File: config.mk
export PLATFORM = sky130hd
export DESIGN_NAME = wcpb_bridge_ctrl
export DESIGN_NICKNAME = d
export VERILOG_FILES = /design/src/inc/wcpb_pkg.sv /design/src/hw/wcpb_tri_counter.sv /design/src/hw/wcpb_bridge_ctrl.sv
export SDC_FILE = /design/constraint.sdc
export NUM_CORES = 1
export LEC_CHECK = 0
export BUFFER_PORTS_ARGS = -buffer_cell sky130_fd_sc_hd__buf_4
export CORE_ASPECT_RATIO = 0.8
export CORE_UTILIZATION = 40
export CTS_BUF_LIST = sky130_fd_sc_hd__clkbuf_16
export DETAILED_ROUTE_END_ITERATION = 10
export GPL_ROUTABILITY_DRIVEN = 0
export PLACE_DENSITY = 0.62
export SLEW_MARGIN = 25
export SYNTH_ARGS = -nofsm -noshare
export SYNTH_HDL_FRONTEND = slang
export SYNTH_HIERARCHICAL = 1
export SYNTH_SLANG_ARGS = --single-unit
File: constraint.sdc
create_clock -name clk -period 10.3 [get_ports clk]
set_clock_uncertainty 0.2 [all_clocks]
set_input_delay 2.06 -clock clk [delete_from_list [all_inputs] [get_ports clk]]
set_output_delay 2.06 -clock clk [all_outputs]
set_load 0.005 [all_outputs]
File: src/inc/wcpb_pkg.sv
/*
 * Constants shared by the winding current bridge controller.
 * Assumes a 125 MHz system clock and an APB register bus with 12-bit addresses.
 */
package wcpb_pkg;
    // ------------------------------------------------------------
    // Widths
    // ------------------------------------------------------------
    localparam int LVL_W   = 4;
    localparam int PIN_W   = 5;
    localparam int DEM_W   = 12;
    localparam int TRI_W   = 11;
    localparam int MID_W   = 10;
    localparam int GAIN_W  = 3;
    localparam int ADDR_W  = 12;
    localparam int ACC_W   = 14;

    // ------------------------------------------------------------
    // Register offsets (byte addresses)
    // ------------------------------------------------------------
    localparam logic [ADDR_W-1:0] ADDR_CTRL  = 12'h000;
    localparam logic [ADDR_W-1:0] ADDR_MID   = 12'h004;
    localparam logic [ADDR_W-1:0] ADDR_STAT  = 12'h008;
    localparam logic [ADDR_W-1:0] ADDR_SENSE = 12'h00c;

    // ------------------------------------------------------------
    // Field positions
    // ------------------------------------------------------------
    localparam int CTRL_EN_POS   = 0;
    localparam int CTRL_GAIN_LSB = 1;
    localparam int STAT_ERR_LSB  = 0;
    localparam int STAT_LVL_LSB  = 16;
    localparam int STAT_DIR_POS  = 20;
    localparam int STAT_A_POS    = 21;
    localparam int STAT_B_POS    = 22;
    localparam int SENSE_DEM_LSB = 16;

    // ------------------------------------------------------------
    // Values after reset and the midpoint minimum
    // ------------------------------------------------------------
    localparam logic             EN_RST   = 1'b0;
    localparam logic [GAIN_W-1:0] GAIN_RST = 3'h3;
    localparam logic [MID_W-1:0]  MID_RST  = 10'h1f4;
    localparam logic [MID_W-1:0]  MID_MIN  = 10'h001;

    // ------------------------------------------------------------
    // Level table, tenths of a percent of full scale, active-high code
    // ------------------------------------------------------------
    localparam logic [9:0] LEVEL_TABLE [16] = '{
        10'h000, 10'h05f, 10'h0bf, 10'h11e, 10'h17d, 10'h1dc, 10'h22c, 10'h27b,
        10'h2ca, 10'h30a, 10'h339, 10'h379, 10'h399, 10'h3b8, 10'h3d8, 10'h3e8
    };
endpackage

File: src/hw/wcpb_tri_counter.sv
/*
 * Up/down counter forming one triangle reference.
 * Assumes top is at least one and that restart pulses when top changes.
 */
`timescale 1ns/1ns
`default_nettype none
module wcpb_tri_counter #(
    parameter int  W          = 11,
    parameter bit  START_HIGH = 1'b0
) (
    input  wire logic         clk,
    input  wire logic         rst_n,
    input  wire logic         restart,
    input  wire logic [W-1:0] top,
    output logic      [W-1:0] count
);
    logic goingUp_r;

    // ------------------------------------------------------------
    // Counter
    // ------------------------------------------------------------
    always_ff @(posedge clk) begin
        if (!rst_n) begin
            count     <= '0;
            goingUp_r <= 1'b1;
        end else if (restart) begin
            count     <= START_HIGH ? top : '0;
            goingUp_r <= !START_HIGH;
        end else if (goingUp_r) begin
            if (count >= top - 1'b1) begin
                count     <= top;
                goingUp_r <= 1'b0;
            end else begin
                count <= count + 1'b1;
            end
        end else begin
            if (count <= 1) begin
                count     <= '0;
                goingUp_r <= 1'b1;
            end else begin
                count <= count - 1'b1;
            end
        end
    end
endmodule
`default_nettype wire

File: src/hw/wcpb_bridge_ctrl.sv
/*
 * One winding channel: level decode, signed demand, digital error loop,
 * two phase-shifted triangle references and the two half-bridge drives.
 * Assumes level and direction pins are asynchronous, sensed current comes
 * signed on the system clock, and software uses APB.
 */
// Decided for this implementation: register access over APB and the address map.
`timescale 1ns/1ns
`default_nettype none
module wcpb_bridge_ctrl (
    input  wire logic                                clk,
    input  wire logic                                rst_n,
    input  wire logic                                levelSelectBit0_n,
    input  wire logic                                levelSelectBit1_n,
    input  wire logic                                levelSelectBit2_n,
    input  wire logic                                levelSelectBit3_n,
    input  wire logic                                currentDirectionInput,
    input  wire logic signed [wcpb_pkg::DEM_W-1:0]   senseCurrent,
    input  wire logic                                psel,
    input  wire logic                                penable,
    input  wire logic                                pwrite,
    input  wire logic        [wcpb_pkg::ADDR_W-1:0]  paddr,
    input  wire logic        [31:0]                  pwdata,
    output logic             [31:0]                  prdata,
    output logic                                     pready,
    output logic                                     pslverr,
    output logic                                     bridgeAHighOn,
    output logic                                     bridgeALowOn,
    output logic                                     bridgeBHighOn,
    output logic                                     bridgeBLowOn
);
    // ------------------------------------------------------------
    // Declarations
    // ------------------------------------------------------------
    logic [wcpb_pkg::PIN_W-1:0]         pinRaw;
    logic [wcpb_pkg::PIN_W-1:0]         syncA_r;
    logic [wcpb_pkg::PIN_W-1:0]         syncB_r;
    logic [wcpb_pkg::PIN_W-1:0]         syncC_r;
    logic [wcpb_pkg::PIN_W-1:0]         pinStable_r;
    logic [wcpb_pkg::LVL_W-1:0]         levelCode;
    logic                               dirPositive;
    logic [9:0]                         levelFrac;
    logic signed [wcpb_pkg::DEM_W-1:0]  demand_r;
    logic                               enable_r;
    logic [wcpb_pkg::GAIN_W-1:0]        gainShift_r;
    logic [wcpb_pkg::MID_W-1:0]         midRef_r;
    logic [wcpb_pkg::TRI_W-1:0]         triTop;
    logic                               restart_r;
    logic [wcpb_pkg::TRI_W-1:0]         triInPhase;
    logic [wcpb_pkg::TRI_W-1:0]         triShifted;
    logic [wcpb_pkg::TRI_W-1:0]         errValue_r;
    logic signed [wcpb_pkg::ACC_W-1:0]  diff;
    logic signed [wcpb_pkg::ACC_W-1:0]  step;
    logic signed [wcpb_pkg::ACC_W-1:0]  errSum;
    logic [wcpb_pkg::TRI_W-1:0]         errValue_nxt;
    logic                               driveA_r;
    logic                               driveB_r;
    logic                               apbAccess;
    logic                               apbDone;
    logic                               apbWrite;
    logic                               addrMapped;
    logic [31:0]                        readMux;
    logic [wcpb_pkg::MID_W-1:0]         midWrite;

    // ------------------------------------------------------------
    // Pin synchronisers
    // ------------------------------------------------------------
    assign pinRaw = {currentDirectionInput, levelSelectBit3_n, levelSelectBit2_n,
                     levelSelectBit1_n, levelSelectBit0_n};

    always_ff @(posedge clk) begin
        if (!rst_n) begin
            syncA_r <= '1;
            syncB_r <= '1;
            syncC_r <= '1;
        end else begin
            syncA_r <= pinRaw;
            syncB_r <= syncA_r;
            syncC_r <= syncB_r;
        end
    end

    // Accept a pin change once two stages agree
    always_ff @(posedge clk) begin
        if (!rst_n) begin
            pinStable_r <= '1;
        end else begin
            for (int i = 0; i < wcpb_pkg::PIN_W; i++) begin
                if (syncB_r[i] == syncC_r[i]) begin
                    pinStable_r[i] <= syncC_r[i];
                end
            end
        end
    end

    // ------------------------------------------------------------
    // Level decode and signed demand
    // ------------------------------------------------------------
    assign levelCode   = ~pinStable_r[wcpb_pkg::LVL_W-1:0];
    assign dirPositive = pinStable_r[wcpb_pkg::LVL_W];
    assign levelFrac   = wcpb_pkg::LEVEL_TABLE[levelCode];

    always_ff @(posedge clk) begin
        if (!rst_n) begin
            demand_r <= '0;
        end else if (dirPositive) begin
            demand_r <= $signed({2'b00, levelFrac});
        end else begin
            demand_r <= -$signed({2'b00, levelFrac});
        end
    end

    // ------------------------------------------------------------
    // Triangle references
    // ------------------------------------------------------------
    assign triTop = {midRef_r, 1'b0};

    wcpb_tri_counter #(
        .W          (wcpb_pkg::TRI_W),
        .START_HIGH (1'b0)
    ) uTriInPhase (
        .clk     (clk),
        .rst_n   (rst_n),
        .restart (restart_r),
        .top     (triTop),
        .count   (triInPhase)
    );

    wcpb_tri_counter #(
        .W          (wcpb_pkg::TRI_W),
        .START_HIGH (1'b1)
    ) uTriShifted (
        .clk     (clk),
        .rst_n   (rst_n),
        .restart (restart_r),
        .top     (triTop),
        .count   (triShifted)
    );

    // ------------------------------------------------------------
    // Error loop
    // ------------------------------------------------------------
    function automatic logic signed [wcpb_pkg::ACC_W-1:0] ACC_EXT(
        input logic signed [wcpb_pkg::DEM_W-1:0] v
    );
        ACC_EXT = {{(wcpb_pkg::ACC_W-wcpb_pkg::DEM_W){v[wcpb_pkg::DEM_W-1]}}, v};
    endfunction

    always_comb begin
        diff   = ACC_EXT(demand_r) - ACC_EXT(senseCurrent);
        step   = diff >>> gainShift_r;
        errSum = $signed({3'b000, errValue_r}) + step;
        if (errSum < 0) begin
            errValue_nxt = '0;
        end else if (errSum > $signed({3'b000, triTop})) begin
            errValue_nxt = triTop;
        end else begin
            errValue_nxt = errSum[wcpb_pkg::TRI_W-1:0];
        end
    end

    // Loop parks at midpoint while disabled or on period change
    always_ff @(posedge clk) begin
        if (!rst_n) begin
            errValue_r <= {wcpb_pkg::MID_RST, 1'b0} >> 1;
        end else if (!enable_r || restart_r) begin
            errValue_r <= {1'b0, midRef_r};
        end else begin
            errValue_r <= errValue_nxt;
        end
    end

    // ------------------------------------------------------------
    // Duty comparators
    // ------------------------------------------------------------
    always_ff @(posedge clk) begin
        if (!rst_n) begin
            driveA_r <= 1'b0;
            driveB_r <= 1'b0;
        end else begin
            // Mirrored triangles give equal and opposite deviation
            driveA_r <= errValue_r > triInPhase;
            driveB_r <= triShifted > errValue_r;
        end
    end

    // ------------------------------------------------------------
    // Half-bridge drive
    // ------------------------------------------------------------
    always_ff @(posedge clk) begin
        if (!rst_n) begin
            bridgeAHighOn <= 1'b0;
            bridgeALowOn  <= 1'b0;
            bridgeBHighOn <= 1'b0;
            bridgeBLowOn  <= 1'b0;
        end else if (!enable_r) begin
            bridgeAHighOn <= 1'b0;
            bridgeALowOn  <= 1'b0;
            bridgeBHighOn <= 1'b0;
            bridgeBLowOn  <= 1'b0;
        end else begin
            bridgeAHighOn <= driveA_r;
            bridgeALowOn  <= !driveA_r;
            bridgeBHighOn <= driveB_r;
            bridgeBLowOn  <= !driveB_r;
        end
    end

    // ------------------------------------------------------------
    // APB slave
    // ------------------------------------------------------------
    assign apbAccess  = psel && penable;
    assign apbDone    = apbAccess && pready;
    assign apbWrite   = apbDone && pwrite && !pslverr;
    assign addrMapped = (paddr == wcpb_pkg::ADDR_CTRL) || (paddr == wcpb_pkg::ADDR_MID) ||
                        (paddr == wcpb_pkg::ADDR_STAT) || (paddr == wcpb_pkg::ADDR_SENSE);
    assign midWrite   = pwdata[wcpb_pkg::MID_W-1:0];

    always_comb begin
        readMux = '0;
        case (paddr)
            wcpb_pkg::ADDR_CTRL: begin
                readMux[wcpb_pkg::CTRL_EN_POS] = enable_r;
                readMux[wcpb_pkg::CTRL_GAIN_LSB +: wcpb_pkg::GAIN_W] = gainShift_r;
            end
            wcpb_pkg::ADDR_MID: begin
                readMux[wcpb_pkg::MID_W-1:0] = midRef_r;
            end
            wcpb_pkg::ADDR_STAT: begin
                readMux[wcpb_pkg::STAT_ERR_LSB +: wcpb_pkg::TRI_W] = errValue_r;
                readMux[wcpb_pkg::STAT_LVL_LSB +: wcpb_pkg::LVL_W] = levelCode;
                readMux[wcpb_pkg::STAT_DIR_POS] = dirPositive;
                readMux[wcpb_pkg::STAT_A_POS]   = driveA_r;
                readMux[wcpb_pkg::STAT_B_POS]   = driveB_r;
            end
            wcpb_pkg::ADDR_SENSE: begin
                readMux[wcpb_pkg::DEM_W-1:0] = senseCurrent;
                readMux[wcpb_pkg::SENSE_DEM_LSB +: wcpb_pkg::DEM_W] = demand_r;
            end
            default: begin
                readMux = '0;
            end
        endcase
    end

    // One wait state: ready rises in the second access cycle
    always_ff @(posedge clk) begin
        if (!rst_n) begin
            pready  <= 1'b0;
            pslverr <= 1'b0;
            prdata  <= '0;
        end else if (apbAccess && !pready) begin
            pready  <= 1'b1;
            pslverr <= !addrMapped;
            prdata  <= (pwrite || !addrMapped) ? 32'h0000_0000 : readMux;
        end else begin
            pready  <= 1'b0;
            pslverr <= 1'b0;
        end
    end

    // ------------------------------------------------------------
    // Control registers
    // ------------------------------------------------------------
    always_ff @(posedge clk) begin
        if (!rst_n) begin
            enable_r    <= wcpb_pkg::EN_RST;
            gainShift_r <= wcpb_pkg::GAIN_RST;
        end else if (apbWrite && paddr == wcpb_pkg::ADDR_CTRL) begin
            enable_r    <= pwdata[wcpb_pkg::CTRL_EN_POS];
            gainShift_r <= pwdata[wcpb_pkg::CTRL_GAIN_LSB +: wcpb_pkg::GAIN_W];
        end
    end

    // Midpoint sets the triangle half period
    always_ff @(posedge clk) begin
        if (!rst_n) begin
            midRef_r  <= wcpb_pkg::MID_RST;
            restart_r <= 1'b1;
        end else if (apbWrite && paddr == wcpb_pkg::ADDR_MID) begin
            midRef_r  <= (midWrite < wcpb_pkg::MID_MIN) ? wcpb_pkg::MID_MIN : midWrite;
            restart_r <= 1'b1;
        end else begin
            restart_r <= 1'b0;
        end
    end
endmodule
`default_nettype wire

== After elaboration in Yosys (flattened, before gate mapping) ==
Memory sizes are Yosys's and may differ from the RTL's.
Cells that the tools add are included.
Operators by class
  $lt $le $gt $ge: 10
  add/sub/neg operators: 8
  multiplexer cells: 30
  eq/ne operators: 8
  bitwise operators: 3
  reductions and logical operators: 24
  shift operators: 1
Operators with widths (count)
  11-bit two-way mux: 8
  10-bit two-way mux: 6
  11-bit by 1-bit subtractor with 11-bit output, second input constant: 3
  28-bit two-way mux: 1
  12-bit by 4-bit == test with 1-bit output, second input constant: 2
  11-bit by 1-bit adder with 11-bit output, second input constant: 2
  11-bit >= comparator: 2
  11-bit greater-than comparator: 2
  11-bit by 1-bit less-or-equal comparator with 1-bit output, second input constant: 2
  6-bit case mux with 3 select lines: 1
  4-bit case mux with 4 select lines: 1
  12-bit by 14-bit adder with 14-bit output: 1
  14-bit by 12-bit greater-than comparator with 1-bit output: 1
  14-bit by 1-bit < comparator with 1-bit output, second input constant: 1
  7-bit case mux with 2 select lines: 1
  13-bit by 3-bit >>> shifter with 14-bit output: 1
  12-bit by 12-bit subtractor with 13-bit output: 1
  12-bit by 3-bit == test with 1-bit output, second input constant: 1
  12-bit zero test: 1
  10-bit negator with 12-bit output: 1
  10-bit by 1-bit < comparator with 1-bit output, second input constant: 1
  1-bit two-way mux: 10
  1-bit logical AND: 7
  1-bit zero test: 6
  11 further kinds: 21
Word-level totals
  logic and storage cells: 115
  bits in read-only memories: 160
  input port bits: 66
  output and inout port bits: 38
  flip-flop bits (word level): 122
  memories: 1
Memories
  (name not given): depth 16, bits a word 10, read ports 1, clocked after Yosys merged registers in 0, write ports 0, line wcpb_bridge_ctrl.sv:101  | assign levelFrac = wcpb_pkg::LEVEL_TABLE[levelCode];

== Longest topological paths before layout ==
Gate-level depths: netlist of run 1.
  depth after elaboration: 7
  depth in mapped cells: 30
  mapped depth without buffers: 29

== By module ==
Netlist of run 1, hierarchy kept.
By module, submodules not included
  wcpb_bridge_ctrl: seq. area each 1801.7 sq um, cells an instance 733, area an instance 6207.2 sq um, times used 1
  wcpb_tri_counter (uTriInPhase): seq. area each 240.2 sq um, cells an instance 161, area an instance 1363.8 sq um, times used 1
  wcpb_tri_counter (uTriShifted): seq. area each 240.2 sq um, cells an instance 152, area an instance 1255.0 sq um, times used 1

== Worst setup path after synthesis of run 1 ==
Ideal clock, no wire load.
  path type: input to register
  start: in senseCurrent[5] (netlist name)
  end: reg errValue_r[6] (netlist name)
  path slack: 2425 ps
  arrival time: 7532 ps
  buffers on the path: 1
  library setup time: 143 ps
  cell stages on the path: 25
  data required time: 9957 ps
  path through: inv_1 > ha_1 > a21oi_2 > nand2_2 > a221oi_4 > o21bai_1 > or4b_4 > o311ai_4 > mux2i_1 > and2_1 > o31ai_1 > ha_1 > and3_1 > a2111oi_2 > a211oi_2 > xor2_1 > ha_1 > a211oi_1 > nand2_1 > o31a_1 > a2111o_1 > nand3_2 > buf_6 > mux2i_1 > o221ai_1
On the way
  word-level cells in the longest chain between the ends: 7
  elaborated cells on any way between the ends: 8
  those cells by class: add/sub: 2; order compare: 2; shift: 1; mux: 3
RTL lines
  start, declared: line wcpb_bridge_ctrl.sv:18  | input wire logic signed [wcpb_pkg::DEM_W-1:0] senseCurrent,
  12-bit by 12-bit subtractor with 13-bit output (*): line wcpb_bridge_ctrl.sv:150  | diff = ACC_EXT(demand_r) - ACC_EXT(senseCurrent);
  13-bit by 3-bit >>> shifter with 14-bit output (*): line wcpb_bridge_ctrl.sv:151  | step = diff >>> gainShift_r;
  12-bit by 14-bit adder with 14-bit output (*): line wcpb_bridge_ctrl.sv:152  | errSum = $signed({3'b000, errValue_r}) + step;
  14-bit by 12-bit greater-than comparator with 1-bit output: line wcpb_bridge_ctrl.sv:155  | end else if (errSum > $signed({3'b000, triTop})) begin
  11-bit two-way mux: line wcpb_bridge_ctrl.sv:155
  10-bit two-way mux (*): line wcpb_bridge_ctrl.sv:153  | if (errSum < 0) begin
  10-bit two-way mux (*): line wcpb_bridge_ctrl.sv:166  | end else if (!enable_r || restart_r) begin
  end signal, assigned: line wcpb_bridge_ctrl.sv:165  | errValue_r <= {wcpb_pkg::MID_RST, 1'b0} >> 1;
  end signal, assigned: line wcpb_bridge_ctrl.sv:167  | errValue_r <= {1'b0, midRef_r};
  end signal, assigned: line wcpb_bridge_ctrl.sv:169  | errValue_r <= errValue_nxt;
  end, declared: line wcpb_bridge_ctrl.sv:51  | logic [wcpb_pkg::TRI_W-1:0] errValue_r;
Every way passes the cells marked *; elsewhere a longest branch is shown, timed or not.
A chain may end at the register's enable or synchronous reset.

== Worst setup path in the final report of run 1 ==
  start: in senseCurrent[2] (netlist name)
  end: reg errValue_r[7] (netlist name)
Same word-level chain as after synthesis.

==> impl_results.md, run 1 <==
* Final min period at 8.52 ns
* Initial Util at 40.8%
* Max Fclk at 0.117 GHz
* Syn Inst Count at 1046
* Largest net degree at the start of global routing at 50
* Logic pwr share at 14.4%
* Status: finished clean
* Max Cap Viol at 0
* First-pass GRT wire length at 39.8 mm
* Yosys top cell area share at 25.9%
* Hold/Removal Path Class: reg2reg
* Worst IR drop on VDD at 0.000113 V
* Drt first pass iters at 5
* EDFF count, synth at 0
* Cell Rows at 48
* Pre-CTS WS at 1.52 ns
* Part of the power in registers at 37.5%
* Final setup vio count at 0
* # nets final at 1261
* DRT iter0 DRCs at 575
* Grt ovf at 0
* Multi-input gate area at 6050 sq um
* Lkg Pwr at 0.00441 uW
* TritonCTS clock tree: done
* Critical path peak fanout at 11
* Layout area overhead at 14.8%
* Avg Synthesized Cell Area at 8.44 sq um
* Final WS setup at 1.78 ns
* Req. time, crit path at 10.35 ns
* Internal power at 892 uW
* DRC at 0
* Flops & latches, synth at 114
* DIE HEIGHT at 135 microns
* Ratio of final minimum period to clock period at 82.7%
* Layout cells sized above 1 at 14.5%
* Setup Fix Bufs, Post-CTS at 0
* Pwr per Cell Area at 123 nW/um^2
* Clock Root Buffer: clkbuf_16
* Antenna viol nets, final at 0
* Post-synthesis sequential area ratio at 25.9%
* H-tree levels at 4
* # port buffers at 73
* Slew headroom at 45.2%
* Ports at 104
* Final total negative setup slack at 0 ns
* DIE AREA at 22700 sq um
* CTS resizes at 0
* Cell Count, Final, Fillers Out at 1391
* Placed insts at 1359
* Initial antenna violation count at 0
* Area contributors post-synth: dfxtp_1, ha_1, nor2_1
* Routed WL at 24.5 mm
* Warnings, synthesis at 6
* Clock transition at path regs at 0.06 ns
* Clock Tree Buf Depth at 2
* Mapped Area at 8830 sq um
* Critical Path Sink Type: flop
* Crit start category: input pin
* RSZ-0062 raised after global routing: false
* Worst skew pair latency at 0.42 ns
* Die width at 168 microns
* Fill count at 2127
* Main synth FF type: dfxtp_1
* Cell taking the most area after synthesis: dfxtp_1
* Total GRT Usage at 22.3%
* Wire per inst at 17.6 microns
* Clock Power Share at 48.1%
* Core Region at 21600 sq um
* Via/cell ratio at 5.56
* CTS sink count at 114
* Share of flip-flops with an asynchronous set or reset at 0%
* Net Sw Frac at 28.2%
* Final max-slew violation count at 0
* Sequential cell area at 2280 sq um
* Worst Tran Pin Value at 0.815 ns
* Final hold violations at 0
* Worst Path Arrival at 8.57 ns
* DP Wirelength at 18.3 mm
* Util after Layout at 46.9%
* Reported net switching power at 351 uW
* Crit-path slowest cell: a2111oi_0
* CTS buffer count at 17
* Synth unique cells at 86
* CTS Hold Bufs at 0
* Critical Path Max Stage Delay at 0.63 ns
* N_diodes at 0
* Setup CP Type: in2reg
* Number of global-route vias before repair at 7394
* Via count at 7734
[routing by layer]
metal,GRT usage [%],up-vias,wire [microns]
met3,4.98,12,1550
met5,0,-,0
met4,3.08,0,144
met1,32.6,3626,12300
li1,-,3873,-
met2,33.9,223,10500
[cells in the final DEF (no fill, tap or decap), types with 26 or more instances in the layout]
cell type / instances
a21oi_1: 49
buf_4: 78
dfxtp_1: 114
ha_1: 90
inv_1: 72
mux2i_1: 41
nand2_1: 54
nand2b_1: 27
nand3_1: 28
nor2_1: 122
nor3_1: 26
o21ai_0: 40
xnor2_1: 45
[logic make-up after synthesis]
logic type	count (synthesis)	share of synthesized area (%)
xor gates and xnor gates	68	6.75
other	1	0.0425
adders and majority gates	92	13.2
buffers and inverters	128	6.27
AOI/OAI and AO/OA	232	19.3
and+or+nand+nor	349	20.3
muxes	62	8.35
DFF	114	25.9
[worst paths after layout]
| path | endpoint | from | slack (ns) | cells after the start |
|---|---|---|---|---|
| setup / recovery | errValue_r[7] | senseCurrent[2] | 1.78 | 29 |
| hold / removal | syncB_r[3] | syncA_r[3] | 0.21 | 1 |
| setup reg to reg | errValue_r[7] | demand_r[2] | 3.21 | 27 |
| hold reg to reg | syncB_r[3] | syncA_r[3] | 0.21 | 1 |
[synthesized netlist by cell type (5+ instances only)]
library cell  count
a211oi_1          8
a21o_1           12
a21oi_1          49
a221o_1          12
a221oi_1          5
a22oi_1          20
and2_1            9
and3_1           14
buf_4             8
buf_6             5
clkbuf_1         34
dfxtp_1         114
ha_1             90
inv_1            72
mux2_2           13
mux2i_1          41
mux4_2            8
nand2_1          54
nand2b_1         27
nand3_1          28
nand4_1          14
nor2_1          122
nor2b_1           9
nor3_1           26
nor4_1           13
o211ai_1          7
o21a_1           17
o21ai_0          40
o221ai_1          6
o22ai_1           7
o31ai_1           6
o32ai_1           5
xnor2_1          45
xor2_1           23
[critical path: cells and delay by family]
kind,cells,cell delay [ns]
compound gates,11,2.88
fa+ha+maj,3,1.10
simple gates,7,1.10
mux,4,1.01
xor+xnor,2,0.29
buf+inv,2,0.13
[power groups by stage]
stage / registers, uW / clock network, uW / logic (uW)
3_3_place_gp: 475 / 0 / 175
4_1_cts: 465 / 603 / 178
2_1_floorplan: 468 / 0 / 137
3_5_place_dp: 475 / 0 / 177
6_report: 466 / 598 / 179
5_1_grt: 467 / 628 / 201
[flip-flops by register name, indices dropped and copies added, names as in the netlist, 3 cells and up]
register,count
syncB_r,5
uTriShifted/count,11
errValue_r,11
demand_r,12
prdata,24
gainShift_r,3
syncA_r,5
syncC_r,5
midRef_r,10
pinStable_r,5
uTriInPhase/count,11
[metrics by stage]
| stage | hold WS (ns) | area (sq um) | total power (uW) |
|---|---|---|---|
| final | 0.208 | 10100 | 1240 |
| after CTS | 0.207 | 10100 | 1250 |
| after global placement | 0.194 | 9530 | 650 |
| after detailed placement | 0.198 | 9540 | 652 |
| after global routing | 0.229 | 10100 | 1300 |
| after floorplan | 0.186 | 8880 | 605 |
[area by class of cell]
| type | instances | area share (%) |
|---|---|---|
| clock inverters | 15 | 1.68 |
| clock buffers | 17 | 4.20 |
| well taps | 275 | 3.40 |
| flip-flops and latches | 114 | 22.5 |
| multi-input cells | 819 | 59.7 |
| inverters | 73 | 2.70 |
| repair buffers | 78 | 5.78 |
No activity file was read; power rests on OpenSTA's default activity.
==> inputs of run 2 (changes only) <==
- clock period: 10.3 -> 8.6 ns (I/O delays scaled with it)
==> impl_results.md, run 2 (synthesis gave the netlist of run 1 again) <==
* Status: finished clean
* # port buffers at 73 (unchanged)
* Ports at 104 (unchanged)
* Multi-input gate area at 6050 sq um (unchanged)
* Crit start category: input pin
* Critical Path Max Stage Delay at 0.45 ns (-0.18 ns)
* Antenna viol nets, final at 0 (unchanged)
* Slew headroom at 40.5% (-4.8 points)
* Final min period at 7.99 ns
* Worst IR drop on VDD at 0.000111 V (-1.4%)
* Worst Path Arrival at 8.04 ns (-0.53 ns)
* Initial Util at 40.8% (unchanged)
* Via/cell ratio at 5.57 (+0.19%)
* Largest regs: prdata x24, demand_r x12
* Pre-CTS WS at 0.283 ns (-1.24 ns)
* Req. time, crit path at 8.65 ns (-1.70 ns)
* Most frequent cells in the layout: nor2_1, dfxtp_1, ha_1
* Critical path peak fanout at 11 (unchanged)
* Worst skew pair latency at 0.42 ns (about the same)
* Placed insts at 1361 (+0.15%)
* DRC at 0 (unchanged)
* Clock Tree Buf Depth at 2 (unchanged)
* DP Wirelength at 18.1 mm (-1.6%)
* Hold slack final at 0.201 ns (-0.00646 ns)
* H-tree levels at 4 (unchanged)
* Commonest non-fill, non-tap cell in the layout: nor2_1
* Crit-path slowest cell: fa_1
* Setup CP Type: in2reg
* Clock transition at path regs at 0.06 ns (about the same)
* Final WS setup at 0.612 ns (-1.17 ns)
* Via count at 7760 (+0.34%)
* Max Cap Viol at 0 (unchanged)
* Setup Fix Bufs, Post-CTS at 0 (unchanged)
* N_diodes at 0 (unchanged)
* Placed cell area at 9550 sq um (about the same)
* Total GRT Usage at 22.1% (-0.16 points)
* Final instance area at 10100 sq um (about the same)
* Final max-slew violation count at 0 (unchanged)
* Layout cells sized above 1 at 14.7% (+0.15 points)
* Wire per inst at 17.4 microns (-0.93%)
* Sequential cell area at 2280 sq um (unchanged)
* Final hold violations at 0 (unchanged)
* Clock Root Buffer: clkbuf_16
* Ratio of final minimum period to clock period at 92.9%
* Final setup vio count at 0 (unchanged)
* Number of global-route vias before repair at 7318 (-1.0%)
* Cell Count, Final, Fillers Out at 1393 (+0.14%)
* TritonCTS clock tree: done
* Max Fclk at 0.125 GHz
* Grt ovf at 0 (unchanged)
* DIE AREA at 22700 sq um (unchanged)
* CTS resizes at 0 (unchanged)
* Critical Path Sink Type: flop
* Largest net degree at the start of global routing at 50 (unchanged)
* Fill count at 2132 (+0.24%)
* DIE HEIGHT at 135 microns (unchanged)
* Layout area overhead at 14.7% (about the same)
* CTS sink count at 114 (unchanged)
* Cell Rows at 48 (unchanged)
* CTS Hold Bufs at 0 (unchanged)
* Routed WL at 24.3 mm (-0.79%)
* Hold/Removal Path Class: reg2reg
* RSZ-0062 raised after global routing: false
* DRT iter0 DRCs at 493 (-14%)
* # nets final at 1263 (+0.16%)
* Drt first pass iters at 5 (unchanged)
* Pwr per Cell Area at 144 nW/um^2 (+17%)
* First-pass GRT wire length at 39.6 mm (-0.52%)
* Worst Tran Pin Value at 0.886 ns (+0.0712 ns)
* Largest register FFs at 24 (unchanged)
* Die width at 168 microns (unchanged)
* Initial antenna violation count at 0 (unchanged)
* Core Region at 21600 sq um (unchanged)
* Top reg by flops: prdata
* Lkg Pwr at 0.00442 uW (+0.10%)
* CTS buffer count at 17 (unchanged)
* Final total negative setup slack at 0 ns (unchanged)
==> run 2: worst paths after layout <==
path	from	endpoint	slack, ns	depth (start not counted)
max reg2reg	demand_r[2]	errValue_r[7]	1.72	28
max	senseCurrent[2]	errValue_r[7]	0.61	30
min	syncA_r[3]	syncB_r[3]	0.20	1
min reg2reg	syncA_r[3]	syncB_r[3]	0.20	1
==> run 2: through the flow <==
stage                     utilization [%]  total power, uW
after floorplan                         -              725
after global routing                 46.8             1520
after CTS                            46.8             1460
after global placement               44.2              779
final                                46.8             1460
after detailed placement             44.2              782
==> run 2: critical path, delay by kind of cell <==
family,cells,cell delay (ns)
xor+xnor,2,0.27
mux,4,1.00
fa+ha+maj,3,1.10
buf+inv,3,0.32
compound gates,11,2.58
simple gates,7,1.06
==> run 2: metal layers <==
layer	up-vias	track usage (%)	routed length, microns
met5	-	0	0
met4	0	3.74	142
met3	12	4.66	1460
met2	211	33.5	10300
met1	3657	32.4	12400
li1	3880	-	-
==> run 2: cell type report <==
type                            count  share of cell area (%)
Clock buffer                       17                    4.20
Clock inverter                     15                    1.45
Inverter                           73                    2.71
Multi-Input combinational cell    819                    59.8
Sequential cell                   114                    22.5
Tap cell                          275                    3.40
Timing Repair Buffer               80                    5.93
==> run 2: power by group <==
| part | switching, uW | internal, uW | total (uW) | leakage, uW |
|---|---|---|---|---|
| sequential | 20.2 | 538 | 558 | 0.000926 |
| clock | 279 | 405 | 685 | 0.000282 |
| combinational | 120 | 96.5 | 216 | 0.00321 |
